===== src/logic/tltp_consts.vh =====
`ifndef TLTP_CONSTS_VH
`define TLTP_CONSTS_VH

// Torque value width and control mode codes
`define TLTP_TW 16
`define TLTP_CM_POS 2'h0
`define TLTP_CM_SPD 2'h1
`define TLTP_CM_TRQ 2'h2

// Torque limit mode settings, legal range and default
`define TLTP_TLM_PRI_BOTH 3'h1
`define TLTP_TLM_PRI_SEC 3'h2
`define TLTP_TLM_INPUT_SW 3'h3
`define TLTP_TLM_NET_MIN 3'h4
`define TLTP_TLM_NET_SW 3'h5
`define TLTP_TLM_MIN 3'h1
`define TLTP_TLM_MAX 3'h5
`define TLTP_TLM_DEFAULT 3'h1

// Travel prohibit mode settings, legal range and default
`define TLTP_TPM_STOP 2'h0
`define TLTP_TPM_IGNORE 2'h1
`define TLTP_TPM_ALARM 2'h2
`define TLTP_TPM_MAX 2'h2
`define TLTP_TPM_DEFAULT 2'h0

// Alarm code raised by travel prohibit faults
`define TLTP_ALARM_CODE 8'h26
`define TLTP_ALARM_NONE 8'h00

// Stop sequence select width
`define TLTP_SW 4

// Synchroniser reset level; prohibit pins are high while closed
`define TLTP_SYNC_RST 1'b0
`define TLTP_PIN_IDLE 1'b1

`endif


===== src/logic/tltp_min.v =====
`default_nettype none

module tltp_min #(
   parameter WIDTH = 16
) (
   input wire [WIDTH-1:0] a,
   input wire [WIDTH-1:0] b,
   output wire [WIDTH-1:0] smaller
);
   // Unsigned magnitude compare; ties take a
   assign smaller = (b < a) ? b : a;
endmodule // tltp_min

`default_nettype wire


===== src/logic/tltp_sync.v =====
`default_nettype none

module tltp_sync #(
   parameter WIDTH = 1,
   parameter [0:0] RST_VAL = 1'b0
) (
   input wire clk,
   input wire arst_n,
   input wire [WIDTH-1:0] asyncIn,
   output wire [WIDTH-1:0] syncOut
);
   genvar i;
   generate
      for (i = 0; i < WIDTH; i = i + 1)
      begin : gBit
         reg stage1;
         reg stage2;
         always @(posedge clk or negedge arst_n)
         begin
            // Reset level matches the idle level of the pin behind it
            if (!arst_n)
            begin
               stage1 <= RST_VAL;
               stage2 <= RST_VAL;
            end
            else
            begin
               stage1 <= asyncIn[i];
               stage2 <= stage1;
            end
         end
         assign syncOut[i] = stage2;
      end
   endgenerate
endmodule // tltp_sync

`default_nettype wire


===== src/logic/tltp_top.v =====
`include "tltp_consts.vh"
`default_nettype none

// Contract
// - Torque control always uses the primary limit in both directions.
// - Mode 1 applies the primary limit forward and reverse.
// - Mode 3 picks primary or secondary per direction by its limit select.
// - Mode 4 in speed control takes minimum with network values 1 and 2.
// - Mode 5 in speed control takes that minimum only while select is on.
// - Forward select is on when pin or network forward flag is on.
// - Torque feed-forward is enabled only in speed control.
// - Prohibit mode 0 decelerates and stops by the chosen stop sequence.
// - Prohibit mode 0 raises alarm 38 when both prohibit inputs open.
// - Prohibit mode 1 ignores both prohibit inputs.
// - Prohibit mode 2 raises alarm 38 when either input opens.
module tltp_top (
   input wire clk,
   input wire arst_n,
   input wire [1:0] ctrlMode,
   input wire [2:0] torqueLimitModeIn,
   input wire [1:0] travelProhibitModeIn,
   input wire [`TLTP_TW-1:0] primaryTorqueLimit,
   input wire [`TLTP_TW-1:0] secondaryTorqueLimit,
   input wire [`TLTP_TW-1:0] netOptValue1,
   input wire [`TLTP_TW-1:0] netOptValue2,
   input wire [`TLTP_SW-1:0] prohibitStopSequenceSelect,
   input wire fwdLimitSelectPin,
   input wire revLimitSelectPin,
   input wire netFwdLimitFlag,
   input wire netRevLimitFlag,
   input wire fwdTravelBlockIn,
   input wire revTravelBlockIn,
   input wire alarmClear,
   output reg [`TLTP_TW-1:0] fwdTorqueLimit,
   output reg [`TLTP_TW-1:0] revTorqueLimit,
   output reg torqueFfEnable,
   output reg fwdLimitSelect,
   output reg revLimitSelect,
   output reg fwdStopReq,
   output reg revStopReq,
   output reg [`TLTP_SW-1:0] stopSequence,
   output reg prohibitAlarm,
   output reg [7:0] alarmCode,
   output reg [2:0] torqueLimitMode,
   output reg [1:0] travelProhibitMode,
   output reg modeSettingRejected
);
   // Pin inputs cross into the clock domain first
   wire [1:0] selSync;
   wire [1:0] blockSync;
   wire fwdSelPinS;
   wire revSelPinS;
   wire fwdClosed;
   wire revClosed;

   tltp_sync #(
      .WIDTH(2),
      .RST_VAL(`TLTP_SYNC_RST)
   ) uSelSync (
      .clk(clk),
      .arst_n(arst_n),
      .asyncIn({revLimitSelectPin, fwdLimitSelectPin}),
      .syncOut(selSync)
   );

   // Travel pins clear to the closed level, so reset alone raises no prohibit alarm
   tltp_sync #(
      .WIDTH(2),
      .RST_VAL(`TLTP_PIN_IDLE)
   ) uBlockSync (
      .clk(clk),
      .arst_n(arst_n),
      .asyncIn({revTravelBlockIn, fwdTravelBlockIn}),
      .syncOut(blockSync)
   );

   assign fwdSelPinS = selSync[0];
   assign revSelPinS = selSync[1];
   assign fwdClosed = blockSync[0];
   assign revClosed = blockSync[1];

   // Combined limit selects
   wire fwdSelOn;
   wire revSelOn;
   assign fwdSelOn = fwdSelPinS | netFwdLimitFlag;
   assign revSelOn = revSelPinS | netRevLimitFlag;

   // Network-limited candidates
   wire [`TLTP_TW-1:0] fwdNetMin;
   wire [`TLTP_TW-1:0] revNetMin;

   tltp_min #(
      .WIDTH(`TLTP_TW)
   ) uFwdMin (
      .a(primaryTorqueLimit),
      .b(netOptValue1),
      .smaller(fwdNetMin)
   );

   tltp_min #(
      .WIDTH(`TLTP_TW)
   ) uRevMin (
      .a(secondaryTorqueLimit),
      .b(netOptValue2),
      .smaller(revNetMin)
   );

   // Mode settings: out-of-range writes keep the previous value
   wire tlmValid;
   wire tpmValid;
   assign tlmValid = (torqueLimitModeIn >= `TLTP_TLM_MIN) &&
                     (torqueLimitModeIn <= `TLTP_TLM_MAX);
   assign tpmValid = (travelProhibitModeIn <= `TLTP_TPM_MAX);

   reg [2:0] next_torqueLimitMode;
   reg [1:0] next_travelProhibitMode;

   always @*
   begin
      next_torqueLimitMode = torqueLimitMode;
      next_travelProhibitMode = travelProhibitMode;
      if (tlmValid)
      begin
         next_torqueLimitMode = torqueLimitModeIn;
      end
      if (tpmValid)
      begin
         next_travelProhibitMode = travelProhibitModeIn;
      end
   end

   always @(posedge clk or negedge arst_n)
   begin
      if (!arst_n)
      begin
         torqueLimitMode <= `TLTP_TLM_DEFAULT;
         travelProhibitMode <= `TLTP_TPM_DEFAULT;
         modeSettingRejected <= 1'b0;
      end
      else
      begin
         torqueLimitMode <= next_torqueLimitMode;
         travelProhibitMode <= next_travelProhibitMode;
         modeSettingRejected <= ~tlmValid | ~tpmValid;
      end
   end

   // Torque limit selection
   // Torque control overrides the mode; modes 4 and 5 act only in speed control
   reg [`TLTP_TW-1:0] next_fwdTorqueLimit;
   reg [`TLTP_TW-1:0] next_revTorqueLimit;
   wire isSpeed;
   wire isTorque;
   assign isSpeed = (ctrlMode == `TLTP_CM_SPD);
   assign isTorque = (ctrlMode == `TLTP_CM_TRQ);

   always @*
   begin
      next_fwdTorqueLimit = primaryTorqueLimit;
      next_revTorqueLimit = secondaryTorqueLimit;
      if (isTorque)
      begin
         next_fwdTorqueLimit = primaryTorqueLimit;
         next_revTorqueLimit = primaryTorqueLimit;
      end
      else
      begin
         case (torqueLimitMode)
            `TLTP_TLM_PRI_BOTH:
            begin
               next_fwdTorqueLimit = primaryTorqueLimit;
               next_revTorqueLimit = primaryTorqueLimit;
            end
            `TLTP_TLM_PRI_SEC:
            begin
               next_fwdTorqueLimit = primaryTorqueLimit;
               next_revTorqueLimit = secondaryTorqueLimit;
            end
            `TLTP_TLM_INPUT_SW:
            begin
               next_fwdTorqueLimit = fwdSelOn ? secondaryTorqueLimit
                                              : primaryTorqueLimit;
               next_revTorqueLimit = revSelOn ? secondaryTorqueLimit
                                              : primaryTorqueLimit;
            end
            `TLTP_TLM_NET_MIN:
            begin
               next_fwdTorqueLimit = isSpeed ? fwdNetMin : primaryTorqueLimit;
               next_revTorqueLimit = isSpeed ? revNetMin : secondaryTorqueLimit;
            end
            `TLTP_TLM_NET_SW:
            begin
               next_fwdTorqueLimit = (isSpeed && fwdSelOn) ? fwdNetMin
                                                           : primaryTorqueLimit;
               next_revTorqueLimit = (isSpeed && revSelOn) ? revNetMin
                                                           : secondaryTorqueLimit;
            end
            default:
            begin
               next_fwdTorqueLimit = primaryTorqueLimit;
               next_revTorqueLimit = primaryTorqueLimit;
            end
         endcase
      end
   end

   always @(posedge clk or negedge arst_n)
   begin
      if (!arst_n)
      begin
         fwdTorqueLimit <= {`TLTP_TW{1'b0}};
         revTorqueLimit <= {`TLTP_TW{1'b0}};
         torqueFfEnable <= 1'b0;
         fwdLimitSelect <= 1'b0;
         revLimitSelect <= 1'b0;
      end
      else
      begin
         fwdTorqueLimit <= next_fwdTorqueLimit;
         revTorqueLimit <= next_revTorqueLimit;
         torqueFfEnable <= isSpeed;
         fwdLimitSelect <= fwdSelOn;
         revLimitSelect <= revSelOn;
      end
   end

   // Travel prohibit handling
   wire fwdOpen;
   wire revOpen;
   assign fwdOpen = (fwdClosed != `TLTP_PIN_IDLE);
   assign revOpen = (revClosed != `TLTP_PIN_IDLE);

   reg next_fwdStopReq;
   reg next_revStopReq;
   reg alarmEvent;

   always @*
   begin
      next_fwdStopReq = 1'b0;
      next_revStopReq = 1'b0;
      alarmEvent = 1'b0;
      case (travelProhibitMode)
         `TLTP_TPM_STOP:
         begin
            next_fwdStopReq = fwdOpen;
            next_revStopReq = revOpen;
            alarmEvent = fwdOpen & revOpen;
         end
         `TLTP_TPM_IGNORE:
         begin
            next_fwdStopReq = 1'b0;
            next_revStopReq = 1'b0;
            alarmEvent = 1'b0;
         end
         `TLTP_TPM_ALARM:
         begin
            alarmEvent = fwdOpen | revOpen;
         end
         default:
         begin
            alarmEvent = 1'b0;
         end
      endcase
   end

   // Alarm latches; a new event wins over a clear in the same cycle
   reg next_prohibitAlarm;
   reg [7:0] next_alarmCode;

   always @*
   begin
      next_prohibitAlarm = prohibitAlarm;
      next_alarmCode = alarmCode;
      if (alarmEvent)
      begin
         next_prohibitAlarm = 1'b1;
         next_alarmCode = `TLTP_ALARM_CODE;
      end
      else if (alarmClear)
      begin
         next_prohibitAlarm = 1'b0;
         next_alarmCode = `TLTP_ALARM_NONE;
      end
   end

   always @(posedge clk or negedge arst_n)
   begin
      if (!arst_n)
      begin
         fwdStopReq <= 1'b0;
         revStopReq <= 1'b0;
         stopSequence <= {`TLTP_SW{1'b0}};
         prohibitAlarm <= 1'b0;
         alarmCode <= `TLTP_ALARM_NONE;
      end
      else
      begin
         fwdStopReq <= next_fwdStopReq;
         revStopReq <= next_revStopReq;
         stopSequence <= prohibitStopSequenceSelect;
         prohibitAlarm <= next_prohibitAlarm;
         alarmCode <= next_alarmCode;
      end
   end
endmodule // tltp_top

`default_nettype wire


===== config.mk =====
export PLATFORM = sky130hd
export DESIGN_NAME = tltp_top
export DESIGN_NICKNAME = d
export VERILOG_FILES = /design/src/logic/tltp_min.v /design/src/logic/tltp_sync.v /design/src/logic/tltp_top.v
export VERILOG_INCLUDE_DIRS = /design/src /design/src/logic
export SDC_FILE = /design/constraint.sdc
export NUM_CORES = 1
export LEC_CHECK = 0
export ABC_AREA = 0
export BUFFER_PORTS_ARGS = -buffer_cell sky130_fd_sc_hd__buf_2
export CORE_ASPECT_RATIO = 1.25
export CORE_MARGIN = 1.5
export CORE_UTILIZATION = 40
export DETAILED_ROUTE_END_ITERATION = 10
export GPL_TIMING_DRIVEN = 0
export PLACE_DENSITY = 0.71
export SLEW_MARGIN = 20
export SYNTH_ARGS = -nofsm -noshare
export SYNTH_HDL_FRONTEND = slang
export SYNTH_SLANG_ARGS = --single-unit

===== constraint.sdc =====
create_clock -name clk -period 5.9 [get_ports clk]
set_input_delay 0.59 -clock clk [delete_from_list [all_inputs] [get_ports clk]]
set_output_delay 0.59 -clock clk [all_outputs]
set_load 0.02 [all_outputs]

==> metrics.yaml <==
clock_network:
  cts_buffer_depth: 2
  h-tree-depth: 2
  cts-resized-gates: 0
  cts_tree: "built"
  clk_pin_slew_ps: 70
  cts_setup_buffers: 0
  clk_latency_ps: 300
  clock-root-buffer: "clkbuf_16"
  holdBufCountCts: 0
  cts.sinks: 56
  cts_made_buffers: 5
floorplan:
  io_pins: 140
  dieArea_mm2: 0.0102
  dieHeight_um: 113
  start_util_pct: 41.6
  fp.dieW_um: 90.8
  core-area_mm2: 0.00927
  row_count: 39
power:
  ir_drop_uv: 127
  total_power_uw: 1160
  power_leakage_uw: 0.00250
  power_density_mw_per_mm2: 240
route:
  first_iter_violations: 225
  remaining_drc_errors: 0
  firstDrtPassIters: 5
  wirelength_um: 11000
  detail-route-antenna-nets: 0
  vias_per_cell: 5.28
  vias: 3741
  wire_per_inst_um: 15.6
sta:
  fmax_ghz: 0.373
  tns_ps: 0
  setup_ws_ps: 3220
  max_slew_margin_pct: 54.6
  finalHoldViolCount: 0
  tightest_slew_ps: 681
  fin_skew_ps: 7.66
  slew_violations: 0
  rsz0062_at_grt: "no"
  setup_viol: 0
  min_period_ps: 2680
  fin_crit_sh_pct: 45.4
finish:
  mostFrequentLayoutCell: "buf_2"
  multi_input_area_mm2: 0.00212
  drive_above_1_share_pct: 29.9
  syn_to_final_growth_pct: 25.7
  layout.nets: 700
  final_cell_mix: "buf_2, nand2_1, dfrtp_1"
  fin_util_pct: 52.3
  final-seq-area_mm2: 0.00141
  nFillCells: 915
  antenna_cells: 0
worst_setup_path:
  rrSetupSlack_ps: 3530
  required_ps: 6130
  worstReg2RegStart: "torqueLimitMode[0]$_DFFE_PN1P_"
  cp-end-kind: "flop"
  startpoint_type: "primary input"
  cp.arrival_ps: 2910
  r2r_cells: 7
  path_class: "primary input to flop"
  crit_path_max_fanout: 10
  r2r-end: "fwdTorqueLimit[14]$_DFF_PN0_"
synth:
  synth_warnings: 0
  synth_edf_count: 0
  yosysSeqAreaShare_pct: 36.5
  synth_cells: 440
  synthFlopType: "dfrtp_1"
  synth_seq_cells: 56
  synth.distinct_cells: 56
  async_flop_share_pct: 100
  syn_area_mm2: 0.00385
  synth_area_per_cell_um2: 8.76
placed_design:
  numPortBuffers: 134
  place.gp.congestion: 0.898
  dp_hpwl_um: 8850
  pre_cts_slack_ps: 2940
global_route:
  grt_pass1_vias: 3683
  track_usage_pct: 21.5
  grt_overflow_total: 0
  antenna_found_initial: 0
  grt_max_degree: 57
  grt_pass1_wl_um: 17500
run:
  drv_cap: 0
worst_hold_path:
  hp-class: "primary input to asynchronous set/reset pin"
outcome:
  status: "finished clean"
registers in the layout, indices dropped and copies added, names as in the netlist:
signal,cells
fwdTorqueLimit,16
revTorqueLimit,16
stopSequence,4
torqueLimitMode,3
travelProhibitMode,2
uBlockSync.gBit.stage1,2
uBlockSync.gBit.stage2,2
uSelSync.gBit.stage1,2
uSelSync.gBit.stage2,2
alarmCode,1
fwdLimitSelect,1
fwdStopReq,1
modeSettingRejected,1
revLimitSelect,1
revStopReq,1
torqueFfEnable,1
layout make-up:
class                   instances  area share (%)
multi-input cells             321            43.8
clock buffers                   5            2.58
well taps                     123            3.18
repair buffers                134            13.9
clock inverters                 3           0.465
plain buffers                  28            4.00
flip-flops and latches         56            29.1
inverters                      39            3.02
logic make-up after synthesis:
kind of cell    Yosys count  share of synthesized area [%]
compound gates          115                           21.0
simple gates            153                           19.1
mux                      16                           4.15
other cells               1                         0.0973
fa+ha+maj                32                           10.3
flops                    56                           36.5
buf+inv                  67                           8.83
synth_stat cells (4+ instances only):
library cell  count  area, µm²
nand2_1          89        334
o21ai_0          17       85.1
and2_1            5       31.3
buf_4             9       67.6
o21ai_1           5       25.0
a221o_1          16        160
dfstp_2           5        131
nor2_1           11       41.3
mux2i_1          16        160
clkbuf_1         11       41.3
nand4_1           7       43.8
a21oi_1          42        210
or3_1             4       25.0
dfrtp_1          51       1280
nand2b_1          7       43.8
and3_1           11       68.8
inv_1            37        139
o32a_1           16        160
ha_1             31        388
where the power goes:
part	internal [µW]	switching [µW]
sequential	436	17.1
clock	159	138
combinational	164	250
through the flow:
step | cell area (µm²) | std cells | hold slack [ps]
after floorplan | 3870 | 444 | 294
after global placement | 4690 | 701 | 333
after detailed placement | 4700 | 701 | 348
after CTS | 4840 | 709 | 360
after global routing | 4840 | 709 | 365
final | 4840 | 709 | 330
worst max-delay path, cell delays in order:
cell and delay [ps]:
buf_2 130, inv_1 50, ha_1 330, nand4_1 170
nor4_1 390, o211ai_1 140, a32oi_1 570, buf_2 340
a221o_1 190
how the worst max path moves through the flow:
stage / start / end / cells past startpoint
after floorplan: secondaryTorqueLimit[13] / revTorqueLimit[11]$_DFF_PN0_ / 9
after global placement: secondaryTorqueLimit[15] / revTorqueLimit[14]$_DFF_PN0_ / 10
after detailed placement: primaryTorqueLimit[11] / fwdTorqueLimit[14]$_DFF_PN0_ / 9
after CTS: primaryTorqueLimit[11] / fwdTorqueLimit[14]$_DFF_PN0_ / 9
after global routing: primaryTorqueLimit[11] / fwdTorqueLimit[8]$_DFF_PN0_ / 9
final: primaryTorqueLimit[15] / fwdTorqueLimit[14]$_DFF_PN0_ / 9
metal layers:
layer  global-route usage (%)  vias to the layer above  wire length [µm]
li1                         -                     1838                 -
met1                     26.3                     1738              4610
met2                     37.2                      146              5510
met3                     3.56                       19               659
met4                     9.79                        0               263
met5                        0                        -                 0
No activity file was read; power rests on OpenSTA's default activity.
